===== src/logic/mem_timing_map.vh =====
`ifndef MEM_TIMING_MAP_VH
`define MEM_TIMING_MAP_VH

// register byte offsets
`define MTC_OFFSET      12'h000
`define STAT_OFFSET     12'h004

// control word reset and writable bits
`define MTC_RESET       32'h00000000
`define MTC_WMASK       32'hF8BBFFFF

// field positions
`define ROW_HOLD_MODE_SELECT_BIT        31
`define TRC_LSB         27
`define CAS_NEGATION_SELECT_BIT        23
`define TPC_LSB         19
`define RCD_LSB         16
`define TRWL_LSB        13
`define TRAS_LSB        10
`define BE_BIT          9
`define SZ_LSB          7
`define EXTENDED_MULTIPLEX_BIT_BIT      6
`define AMX_LSB         3
`define EDO_BIT         0

// timing bases in bus clock cycles
`define TRC_MULT        6'h03
`define CBR_BASE        6'h02
`define SDREF_BASE      6'h04
`define RCD_DRAM_BASE   6'h02
`define CAS_BASE        6'h01

// command codes
`define CMD_ACT         3'h0
`define CMD_RD          3'h1
`define CMD_WR          3'h2
`define CMD_PRE         3'h3
`define CMD_REF         3'h4

// transfer sizes
`define SIZE_8          3'h0
`define SIZE_16         3'h1
`define SIZE_32         3'h2
`define SIZE_64         3'h3
`define SIZE_BLOCK      3'h4

// bus width codes
`define SZ_64           2'h0
`define SZ_BAD          2'h1
`define SZ_16           2'h2
`define SZ_32           2'h3

`endif


===== src/logic/cycle_timer.v =====
`timescale 1ns/1ns
`default_nettype none

module cycle_timer (
	input  wire       clk_in,   // bus clock
	input  wire       rst_in,   // sync reset
	input  wire       load_in,  // load new wait
	input  wire [5:0] value_in, // wait in cycles
	output wire [5:0] count_out, // cycles left
	output wire       zero_out  // wait elapsed
);

	reg [5:0] count_reg;

	// down counter, reload wins over decrement
	always @(posedge clk_in) begin
		if (rst_in)
			count_reg <= 6'h00;
		else if (load_in)
			count_reg <= value_in;
		else if (count_reg != 6'h00)
			count_reg <= count_reg - 6'h01;
	end

	assign count_out = count_reg;
	assign zero_out  = (count_reg == 6'h00);

endmodule

`default_nettype wire


===== src/logic/timing_decode.v =====
`timescale 1ns/1ns
`default_nettype none
`include "mem_timing_map.vh"

module timing_decode (
	input  wire [31:0] ctrl_in,     // control word
	input  wire        sdram_in,    // sdram selected
	output wire [5:0]  ref_pre_out, // precharge after refresh
	output wire [5:0]  cas_neg_out, // cas negate cycles
	output wire [5:0]  pre_gap_out, // precharge to activate
	output wire [5:0]  rcd_out,     // activate to column
	output wire [5:0]  trwl_out,    // write to precharge
	output wire [5:0]  cbr_out,     // cbr ras width
	output wire [5:0]  sdref_out    // sdram refresh gap
);

	wire [2:0] trc_code;
	wire [2:0] tpc_code;
	wire [1:0] rcd_code;
	wire [2:0] trwl_code;
	wire [2:0] tras_code;

	assign trc_code  = ctrl_in[`TRC_LSB+2:`TRC_LSB];
	assign tpc_code  = ctrl_in[`TPC_LSB+2:`TPC_LSB];
	assign rcd_code  = ctrl_in[`RCD_LSB+1:`RCD_LSB];
	assign trwl_code = ctrl_in[`TRWL_LSB+2:`TRWL_LSB];
	assign tras_code = ctrl_in[`TRAS_LSB+2:`TRAS_LSB];

	// refresh precharge is three cycles per code step
	assign ref_pre_out = `TRC_MULT * {3'h0, trc_code};
	// cas_negation_select only matters on the dram side
	assign cas_neg_out = `CAS_BASE +
		{5'h00, ctrl_in[`CAS_NEGATION_SELECT_BIT] & ~sdram_in};
	// dram uses the code, sdram the code plus one
	assign pre_gap_out = {3'h0, tpc_code} + {5'h00, sdram_in};
	// dram 2..5, sdram code 1..3 gives 2..4
	assign rcd_out = sdram_in ? {4'h0, rcd_code} + 6'h01 :
		{4'h0, rcd_code} + `RCD_DRAM_BASE;
	// write recovery applies to sdram only
	assign trwl_out = sdram_in ?
		{3'h0, trwl_code} + 6'h01 : 6'h00;
	assign cbr_out   = {3'h0, tras_code} + `CBR_BASE;
	assign sdref_out = `SDREF_BASE + {3'h0, tras_code} +
		ref_pre_out;

endmodule

`default_nettype wire


===== src/logic/mem_timing_ctrl.v =====
// Functional notes
// - refresh precharge equals three times code
// - reserved bits read zero, writes dropped
// - dram cas negated one or two cycles
// - dram ras precharge equals code cycles
// - sdram precharge gap is code plus one
// - dram ras to cas 2 to 5
// - sdram activate to command 2 to 4
// - sdram write blocks precharge 1 to 5
// - auto precharge write blocks activate longer
// - write delay ignored outside sdram
// - dram cbr ras width code plus two
// - sdram refresh gap four plus ras code plus refresh precharge
// - sdram always bursts
// - burst and edo pick dram mode
// - fast page bursts only certain sizes
// - size field sets memory bus width
// - dram column bits eight to twelve
// - bit 31 picks ras down mode
`timescale 1ns/1ns
`default_nettype none
`include "mem_timing_map.vh"

module mem_timing_ctrl (
	input  wire        clk_in,        // bus clock
	input  wire        rst_in,        // sync reset, high
	input  wire        psel_in,       // apb select
	input  wire        penable_in,    // apb enable
	input  wire        pwrite_in,     // apb write
	input  wire [11:0] paddr_in,      // apb byte address
	input  wire [31:0] pwdata_in,     // apb write data
	output reg  [31:0] prdata_out,    // apb read data
	output wire        pready_out,    // apb ready
	output wire        pslverr_out,   // apb error
	input  wire        sdram_sel_in,  // areas use sdram
	input  wire        cmd_valid_in,  // command request
	input  wire [2:0]  cmd_code_in,   // command code
	output wire        cmd_ready_out, // command taken
	input  wire [2:0]  xfer_size_in,  // next transfer size
	output reg         ras_out,       // row strobe active
	output reg         cas_out,       // column strobe active
	output reg         page_burst_out, // use page burst
	output reg  [1:0]  xfer_mode_out, // transfer mode
	output reg  [1:0]  bus_width_out, // memory bus width
	output reg  [3:0]  col_bits_out,  // column address bits
	output reg         cfg_error_out  // illegal setting
);

	// sequencer states, one-hot
	localparam ST_IDLE = 3'b001;
	localparam ST_OPEN = 3'b010;
	localparam ST_CBR  = 3'b100;

	// transfer modes
	localparam MODE_SINGLE = 2'h0;
	localparam MODE_PAGE   = 2'h1;
	localparam MODE_EDO    = 2'h2;
	localparam MODE_SDRAM  = 2'h3;

	reg  [31:0] ctrl_reg;
	reg  [31:0] ctrl_next;
	reg  [2:0]  state_reg;
	reg  [2:0]  state_next;
	reg         ras_next;
	reg         cas_next;
	reg         act_load;
	reg  [5:0]  act_value;
	reg         rw_load;
	reg  [5:0]  rw_value;
	reg         pre_load;
	reg  [5:0]  pre_value;
	reg         ready;
	reg  [31:0] rdata_next;

	wire        setup;
	wire        access;
	wire        hit_ctrl;
	wire        hit_stat;
	wire        wr_ctrl;
	wire        accept;
	wire        row_hold_mode_select;
	wire [1:0]  sz_code;
	wire [2:0]  amx_code;
	wire [1:0]  mode;
	wire [5:0]  ref_pre;
	wire [5:0]  cas_neg;
	wire [5:0]  pre_gap;
	wire [5:0]  rcd;
	wire [5:0]  trwl;
	wire [5:0]  cbr;
	wire [5:0]  sdref;
	wire [5:0]  act_count;
	wire [5:0]  rw_count;
	wire [5:0]  pre_count;
	wire        act_zero;
	wire        rw_zero;
	wire        pre_zero;

	// page burst decision for a transfer size
	function page_burst;
		input [1:0] m;
		input [1:0] w;
		input [2:0] s;
		begin
			case (m)
				MODE_SDRAM: page_burst = 1'b1;
				MODE_EDO:   page_burst = 1'b1;
				MODE_PAGE:  page_burst = (s == `SIZE_BLOCK) ||
					(s == `SIZE_64 && w != `SZ_64) ||
					(s == `SIZE_32 && w == `SZ_16);
				default:    page_burst = 1'b0;
			endcase
		end
	endfunction

	// field views of the control word
	assign row_hold_mode_select     = ctrl_reg[`ROW_HOLD_MODE_SELECT_BIT];
	assign sz_code  = ctrl_reg[`SZ_LSB+1:`SZ_LSB];
	assign amx_code = ctrl_reg[`AMX_LSB+2:`AMX_LSB];

	// dram mode from burst and edo bits
	assign mode = sdram_sel_in ? MODE_SDRAM :
		!ctrl_reg[`BE_BIT] ? MODE_SINGLE :
		ctrl_reg[`EDO_BIT] ? MODE_EDO : MODE_PAGE;

	timing_decode u_decode (
		.ctrl_in     (ctrl_reg),
		.sdram_in    (sdram_sel_in),
		.ref_pre_out (ref_pre),
		.cas_neg_out (cas_neg),
		.pre_gap_out (pre_gap),
		.rcd_out     (rcd),
		.trwl_out    (trwl),
		.cbr_out     (cbr),
		.sdref_out   (sdref)
	);

	// blocks activate and refresh
	cycle_timer u_act (
		.clk_in    (clk_in),
		.rst_in    (rst_in),
		.load_in   (act_load),
		.value_in  (act_value),
		.count_out (act_count),
		.zero_out  (act_zero)
	);

	// blocks column commands
	cycle_timer u_rw (
		.clk_in    (clk_in),
		.rst_in    (rst_in),
		.load_in   (rw_load),
		.value_in  (rw_value),
		.count_out (rw_count),
		.zero_out  (rw_zero)
	);

	// blocks precharge after write
	cycle_timer u_pre (
		.clk_in    (clk_in),
		.rst_in    (rst_in),
		.load_in   (pre_load),
		.value_in  (pre_value),
		.count_out (pre_count),
		.zero_out  (pre_zero)
	);

	// apb decode, zero wait states
	assign setup    = psel_in & ~penable_in;
	assign access   = psel_in & penable_in;
	assign hit_ctrl = (paddr_in == `MTC_OFFSET);
	assign hit_stat = (paddr_in == `STAT_OFFSET);
	assign wr_ctrl  = access & pwrite_in & hit_ctrl;
	assign pready_out  = 1'b1;
	assign pslverr_out = access & ~(hit_ctrl | hit_stat);

	// reserved bits never stored
	always @* begin
		ctrl_next = ctrl_reg;
		if (wr_ctrl)
			ctrl_next = pwdata_in & `MTC_WMASK;
	end

	// read data staged in the setup cycle
	always @* begin
		rdata_next = 32'h00000000;
		if (hit_ctrl)
			rdata_next = ctrl_reg & `MTC_WMASK;
		else if (hit_stat)
			rdata_next = {cfg_error_out, state_reg, ras_out,
				cas_out, 2'h0, act_count, rw_count, pre_count,
				xfer_mode_out, bus_width_out, 2'h0};
	end

	// register file
	always @(posedge clk_in) begin
		if (rst_in) begin
			ctrl_reg   <= `MTC_RESET;
			prdata_out <= 32'h00000000;
		end else begin
			ctrl_reg <= ctrl_next;
			if (setup)
				prdata_out <= rdata_next;
		end
	end

	// which commands may be taken now
	always @* begin
		case (cmd_code_in)
			`CMD_ACT: ready = (state_reg == ST_IDLE) & act_zero;
			`CMD_RD:  ready = (state_reg == ST_OPEN) & rw_zero;
			`CMD_WR:  ready = (state_reg == ST_OPEN) & rw_zero;
			`CMD_PRE: ready = (state_reg == ST_OPEN) & rw_zero &
				pre_zero;
			`CMD_REF: ready = (state_reg == ST_IDLE) & act_zero;
			default:  ready = 1'b0;
		endcase
	end

	assign cmd_ready_out = cmd_valid_in & ready;
	assign accept        = cmd_valid_in & ready;

	// command sequencer and timer loads
	always @* begin
		state_next = state_reg;
		ras_next   = ras_out;
		cas_next   = 1'b0;
		act_load   = 1'b0;
		act_value  = 6'h00;
		rw_load    = 1'b0;
		rw_value   = 6'h00;
		pre_load   = 1'b0;
		pre_value  = 6'h00;
		case (state_reg)
			ST_IDLE: begin
				if (accept && cmd_code_in == `CMD_ACT) begin
					state_next = ST_OPEN;
					ras_next   = 1'b1;
					rw_load    = 1'b1;
					// timer adds a cycle, load one less for exact delay
					rw_value   = rcd - 6'h01;
				end else if (accept && sdram_sel_in) begin
					act_load  = 1'b1;
					act_value = sdref;
				end else if (accept) begin
					state_next = ST_CBR;
					ras_next   = 1'b1;
					cas_next   = 1'b1;
					act_load   = 1'b1;
					act_value  = cbr - 6'h01;
				end
			end
			ST_OPEN: begin
				if (accept && cmd_code_in == `CMD_PRE) begin
					state_next = ST_IDLE;
					ras_next   = 1'b0;
					act_load   = 1'b1;
					act_value  = pre_gap;
				end else if (accept) begin
					cas_next = 1'b1;
					rw_load  = 1'b1;
					rw_value = cas_neg;
					if (cmd_code_in == `CMD_WR) begin
						pre_load  = 1'b1;
						pre_value = trwl;
					end
					// auto precharge closes the row itself
					if (sdram_sel_in && !row_hold_mode_select) begin
						state_next = ST_IDLE;
						ras_next   = 1'b0;
						act_load   = 1'b1;
						act_value  = pre_gap;
						if (cmd_code_in == `CMD_WR)
							act_value = pre_gap + trwl;
					end
				end
			end
			ST_CBR: begin
				cas_next = 1'b1;
				if (act_zero) begin
					state_next = ST_IDLE;
					ras_next   = 1'b0;
					cas_next   = 1'b0;
					act_load   = 1'b1;
					act_value  = ref_pre;
				end
			end
			default: begin
				state_next = ST_IDLE;
				ras_next   = 1'b0;
			end
		endcase
	end

	// strobe and state registers
	always @(posedge clk_in) begin
		if (rst_in) begin
			state_reg <= ST_IDLE;
			ras_out   <= 1'b0;
			cas_out   <= 1'b0;
		end else begin
			state_reg <= state_next;
			ras_out   <= ras_next;
			cas_out   <= cas_next;
		end
	end

	// decoded geometry and setting checks
	always @(posedge clk_in) begin
		if (rst_in) begin
			page_burst_out <= 1'b0;
			xfer_mode_out  <= MODE_SINGLE;
			bus_width_out  <= `SZ_64;
			col_bits_out   <= 4'h0;
			cfg_error_out  <= 1'b0;
		end else begin
			page_burst_out <= page_burst(mode, sz_code,
				xfer_size_in);
			xfer_mode_out  <= mode;
			bus_width_out  <= sz_code;
			col_bits_out   <= sdram_sel_in ? 4'h0 :
				{1'b0, amx_code} + 4'h8;
			cfg_error_out  <=
				(!sdram_sel_in && ctrl_reg[`EDO_BIT] &&
					!ctrl_reg[`BE_BIT]) ||
				(sz_code == `SZ_BAD) ||
				(sdram_sel_in && sz_code == `SZ_16) ||
				(!sdram_sel_in && (amx_code > 3'h4 ||
					ctrl_reg[`EXTENDED_MULTIPLEX_BIT_BIT])) ||
				(sdram_sel_in &&
					ctrl_reg[`RCD_LSB+1:`RCD_LSB] == 2'h0) ||
				(sdram_sel_in &&
					ctrl_reg[`TRWL_LSB+2:`TRWL_LSB] > 3'h4) ||
				(row_hold_mode_select && sdram_sel_in && (pre_gap > 6'h03 ||
					rcd > 6'h03 || trwl > 6'h02)) ||
				(row_hold_mode_select && !sdram_sel_in &&
					!ctrl_reg[`BE_BIT]);
		end
	end

endmodule

`default_nettype wire


===== config.mk =====
export PLATFORM = sky130hd
export DESIGN_NAME = mem_timing_ctrl
export DESIGN_NICKNAME = d
export VERILOG_FILES = /design/src/logic/cycle_timer.v /design/src/logic/timing_decode.v /design/src/logic/mem_timing_ctrl.v
export VERILOG_INCLUDE_DIRS = /design/src /design/src/logic
export SDC_FILE = /design/constraint.sdc
export NUM_CORES = 1
export LEC_CHECK = 0
export ABC_AREA = 1
export BUFFER_PORTS_ARGS = -buffer_cell sky130_fd_sc_hd__clkbuf_2
export CORE_AREA = 5 5 116 118
export CTS_CLUSTER_DIAMETER = 80
export DETAILED_ROUTE_END_ITERATION = 7
export DIE_AREA = 0 0 121 123
export HOLD_SLACK_MARGIN = 0.03
export PLACE_DENSITY = 0.65
export SLEW_MARGIN = 20
export SYNTH_ARGS = -nofsm -noshare
export SYNTH_HDL_FRONTEND = slang
export SYNTH_SLANG_ARGS = --single-unit

===== constraint.sdc =====
create_clock -name clk_in -period 2.75 [get_ports clk_in]
set_input_delay 0.275 -clock clk_in [delete_from_list [all_inputs] [get_ports clk_in]]
set_output_delay 0.275 -clock clk_in [all_outputs]
set_load 0.01 [all_outputs]

# --- Word level (Yosys, flattened, before mapping) ---
# Index checks and enable logic that the tools add are counted.
classes:
  bitwise: 14
  mul: 1
  n_eq_ne: 21
  magnitude_cmp: 5
  n_reduce_logical: 49
  mux: 67
  add_sub_neg: 15
op_table:
  columns: ["operator", "n"]
  rows:
  - ["2-to-1 mux 6 bit", 22]
  - ["2-to-1 mux 32 bit", 2]
  - ["subtractor 6 x 1 -> 6 bit (second input constant)", 5]
  - ["2-to-1 mux 1 bit", 23]
  - ["2-to-1 mux 3 bit", 7]
  - ["> comparator 6 x 2 -> 1 bit (second input constant)", 3]
  - ["logical NOT 6 bit", 3]
  - ["case mux 6 bit (3 select lines)", 1]
  - ["nonzero test 6 bit", 3]
  - ["logical AND 1 bit", 16]
  - ["== test 3 x 2 -> 1 bit (second input constant)", 5]
  - ["== test 12 x 3 -> 1 bit (second input constant)", 1]
  - ["logical NOT 12 bit", 1]
  - ["logical OR 1 bit", 12]
  - ["case mux 1 bit (3 select lines)", 4]
  - ["case mux 6 bit (2 select lines)", 1]
  - ["AND 1 bit", 10]
  - ["== test 3 bit (second input constant)", 3]
  - ["case mux 3 bit (3 select lines)", 1]
  - ["nonzero test 2 bit", 4]
  - ["OR reduction 2 bit", 4]
  - ["adder 6 x 5 -> 6 bit", 1]
  - ["adder 6 bit", 1]
  - ["== test 2 bit (second input constant)", 3]
  - ["25 further kinds", 36]
totals:
  in_bits: 57
  word_cells: 185
  ff_bits: 92
  out_inout_bits: 47

# --- Depth between registers and ports, before layout ---
depth:
  ltp_word: 10
  ltp_mapped: 16
  depth_no_buf: 16

# --- By module ---
# A second synthesis with hierarchy kept.
unflattened:
  hier_cells: 798
  area_unflattened_um2: 5719.2
modules_own_cells:
  columns: ["module", "area_each_um2", "cells_each", "instances", "seq_area_each_um2"]
  rows:
  - ["mem_timing_ctrl", 3927.5, 534, 1, 1441.4]
  - ["cycle_timer", 402.9, 61, 3, 120.1]
  - ["timing_decode", 583.1, 81, 1, 0.0]

# --- Worst setup path before layout ---
# OpenSTA, ideal clock, no wires.
synth_timing:
  kind: "reg-to-reg"
  startpoint: "register ctrl_reg[28]"
  endpoint: "register u_act.count_reg[4], in the netlist u_act.count_out[4]"
  n_path_buf: 0
  required_ps: 2636
  stages_incl_launch_ff: 13
  setup_ps: 114
  arrival_ps: 2098
  path_slack_ps: 539
  period_less_slack_ps: 2211
  path_cell_list: "dfxtp_1 ha_1 fa_1 xor2_1 ha_1 a21oi_1 o21a_1 xor2_1 nor3_1 nor2_1 o31ai_1 nor2_1 nor2_2"
synth_between:
  elab_chain_cells: 6
  word_cells_on_any_way: 7
  cone_classes: "add/sub: 1; mul: 1; mux: 5"
synth_lines:
  columns: ["item", "line", "rtl"]
  rows:
  - ["start, declared", "mem_timing_ctrl.v:60", "reg [31:0] ctrl_reg;"]
  - ["start signal, assigned", "mem_timing_ctrl.v:198", "ctrl_reg <= `MTC_RESET;"]
  - ["start signal, assigned", "mem_timing_ctrl.v:201", "ctrl_reg <= ctrl_next;"]
  - ["multiplier 2 x 3 -> 5 bit (no line) (*)", null, null]
  - ["adder 6 x 5 -> 6 bit (no line)", null, null]
  - ["2-to-1 mux 6 bit", "mem_timing_ctrl.v:242", "end else if (accept && sdram_sel_in) begin"]
  - ["2-to-1 mux 6 bit", "mem_timing_ctrl.v:236", "if (accept && cmd_code_in == `CMD_ACT) begin"]
  - ["case mux 6 bit (3 select lines) (*)", "mem_timing_ctrl.v:234", "case (state_reg)"]
  - ["2-to-1 mux 6 bit (*)", "cycle_timer.v:19", "else if (load_in)"]
  - ["end signal, assigned", "cycle_timer.v:20", "count_reg <= value_in;"]
  - ["end signal, assigned", "cycle_timer.v:22", "count_reg <= count_reg - 6'h01;"]
  - ["end, declared", "cycle_timer.v:13", "reg [5:0] count_reg;"]
# Mark *: on every way between the ends. The rest lies on a longest branch, timed or not.
# A chain may end at the register's enable or synchronous reset.

# --- Worst setup path after layout ---
layout_timing:
  startpoint: "register ctrl_reg[28]"
  endpoint: "register u_act.count_reg[5], in the netlist u_act.count_out[5]"
layout_between:
  elab_chain_cells: 6
layout_lines:
  columns: ["item", "line"]
  rows:
  - ["multiplier 2 x 3 -> 5 bit (no line)", null]
  - ["adder 6 x 5 -> 6 bit (no line)", null]
  - ["2-to-1 mux 6 bit", "mem_timing_ctrl.v:242"]
  - ["2-to-1 mux 6 bit", "mem_timing_ctrl.v:236"]
  - ["case mux 6 bit (3 select lines)", "mem_timing_ctrl.v:234"]
  - ["2-to-1 mux 6 bit", "cycle_timer.v:19"]
# No other way between the ends.

==> reports/metrics.yaml <==
finish:
  drive_above_1_share_pct: 22.35
  largest_reg_flops: 30
  n_antenna_cell: 0
  fillers: 1227
  multi_input_area_mm2: 0.002789
  areaGrowthSynthToFinish_pct: 19.32
  nets: 859
  fin_util_pct: 49.69
  ff_latch_area_mm2: 0.001802
logic_synthesis:
  yosys-top-cells-area: "dfxtp_1 (35%), inv_1 (8.2%), ha_1 (7.3%)"
  synth_async_sr_flop_share_pct: 0
  avgSynthCellArea_um2: 7.628
  syn_area_mm2: 0.005149
  synth-simple-area-share_pct: 19.64
  synth-edff-count: 0
  synth_warnings: 0
  synth_top_family_by_area: "compound AO/OA/AOI/OAI gates"
  synth-xor-area-share_pct: 3.572
  yosysMostFrequentCell: "inv_1"
  yosys_most_used_dff: "dfxtp_1"
  yosys.area.top_type: "dfxtp_1"
  synth_top_area_share_pct: 34.99
  ys_seq_area_share_pct: 34.99
  ys_seq_elements: 90
  post_synth_fa_ha_maj_area_fraction_pct: 8.457
  synth_compound_area_share_pct: 22.14
  synth_commonest_cells: "inv_1 (113), dfxtp_1 (90), nand2_1 (76), a21oi_1 (56)"
  synthCells: 675
  yosysUniqueCellTypes: 51
  synth_mux_area_share_pct: 0
clock_network:
  cts_hold_buf: 0
  cts_made_buffers: 9
  clkSinkCount: 90
  htree_levels: 3
  clk_pin_slew_ns: 0.07
  cts_buffer_depth: 2
  cts_setup_buffers: 0
  clock_latency_ns: 0.35
  cts_resized: 0
  cts_root_buf: "clkbuf_16"
  cts_tree: "yes"
sta:
  period_minus_slack_ns: 2.524
  tns_ns: 0
  finalHoldViolations: 0
  setup_viol: 0
  rsz0062_at_grt: "no"
  drv_slew: 0
  tightest_slew_ns: 0.7179
  fmax_ghz: 0.3963
  fin_crit_sh_pct: 91.77
  maxSlewHeadroom_pct: 52.02
  holdWs_ns: 0.2074
  fin_skew_ns: 0.007165
worst_setup_path:
  crit_fanout: 4
  crit_type: "register to register"
  worstReg2RegStart: "ctrl_reg[28]"
  startpoint: "ctrl_reg[28]"
  cp.arrival_ns: 2.77
  worstSetupEndpointType: "register"
  critPathLaunchType: "register"
  critical_path_required_ns: 2.99
detailed_routing:
  dr.pass1.iters: 4
  via_count: 4920
  wl_per_cell_um: 15.90
  postRouteAntennaNets: 0
  wl_um: 15040
  viasPerCell: 5.201
  drc: 0
  dr.first_iter.drc_count: 315
pwr:
  total_power_mw: 4.242
  power_density_mw_per_mm2: 690.5
  vdd_drop_max_uv: 486.9
  leakage_nw: 2.877
grt:
  grt_max_degree: 62
  grt_pass1_wl_um: 24350
  grt_pass1_vias: 4881
  overflow: 0
  antenna_found_initial: 0
  grt_use_total_pct: 20.75
hold_path:
  min_path_type: "input pin to register"
  hold_path.startpoint: "pwdata_in[3]"
run:
  maxCapViolations: 0
place:
  dpl.hpwl_um: 11710
  io_buffers: 95
  gp_congestion: 0.9689
floorplan:
  rows: 41
  initial_core_util_pct: 41.65
  die_area_mm2: 0.01488
  fp.dieH_um: 123
  pin_count: 104
  die_x_um: 121
  coreArea_mm2: 0.01236
status:
  status: "completed"
==> logic make-up (layout without fill, tap and decap cells) <==
family,Yosys count,after routing
AOI/OAI and AO/OA,182,182
xor gates and xnor gates,21,21
adders and majority gates,33,33
other,2,3
DFF,90,90
buffers and inverters,148,246
and+or+nand+nor,199,199
==> where the power goes <==
part	internal (mW)	switching, mW
sequential	1.47	0.123
clock	0.641	0.538
combinational	0.537	0.930
==> final timing paths <==
check,end,slack [ns],depth (start not counted)
setup / recovery,u_act.count_out[5],0.23,9
hold / removal,ctrl_reg[3],0.21,3
setup reg to reg,u_act.count_out[5],0.23,9
hold reg to reg,ctrl_reg[1],0.45,2
==> stage by stage <==
stage                     setup slack, ns  cells  instance area (um2)
after floorplan                    0.5386    676                 5152
after global placement             0.3030    930                 5863
after detailed placement           0.2641    930                 5863
after CTS                          0.2876    946                 6143
after global routing              0.05060    946                 6143
final                              0.2264    946                 6143
==> worst max-delay path, cell delays in order (launching register included) <==
cell and delay, ns:
dfxtp_1 0.41, ha_1 0.23, fa_1 0.46, ha_1 0.35, a21oi_1 0.21, a21oi_1 0.12, o21ai_0 0.32, o21ai_0 0.17
o21ai_1 0.10, nor2_1 0.04
==> final cells by class <==
class                   count  area share [%]
well taps                 172           3.503
repair buffers            108           9.735
flip-flops and latches     90           29.33
clock buffers              11           3.951
inverters                 122           7.475
multi-input cells         438           45.40
clock inverters             5          0.6110
==> cells in the final DEF, fill, tap and decap left out, types with 2 or more instances in the layout <==
master / n
fa_1: 3
dfxtp_1: 90
nor2_4: 5
clkbuf_16: 9
o21ai_1: 5
o22ai_1: 6
nand3_1: 30
xor2_1: 15
a21oi_1: 56
o21ai_2: 2
clkinv_1: 2
a21oi_2: 2
o211ai_1: 37
nor2_1: 43
nor3_1: 7
inv_2: 6
ha_1: 30
clkbuf_2: 95
inv_1: 113
o21ai_0: 44
nor2_2: 4
o221ai_1: 18
clkinv_2: 2
a211oi_1: 2
nand2_1: 76
conb_1: 3
nand4_1: 5
buf_12: 2
nand2_2: 13
clkinvlp_4: 2
nand3_2: 7
buf_4: 11
xnor2_1: 6
==> metal layers <==
layer | up-vias | global-route usage (%) | routed length [um]
met1 | 2282 | 27.63 | 6941
met3 | 34 | 4.758 | 909
li1 | 2440 | - | -
met2 | 164 | 32.89 | 6770
met5 | - | 0 | 0
met4 | 0 | 7.861 | 421
Note: power is estimated with default switching activity, not from simulation.
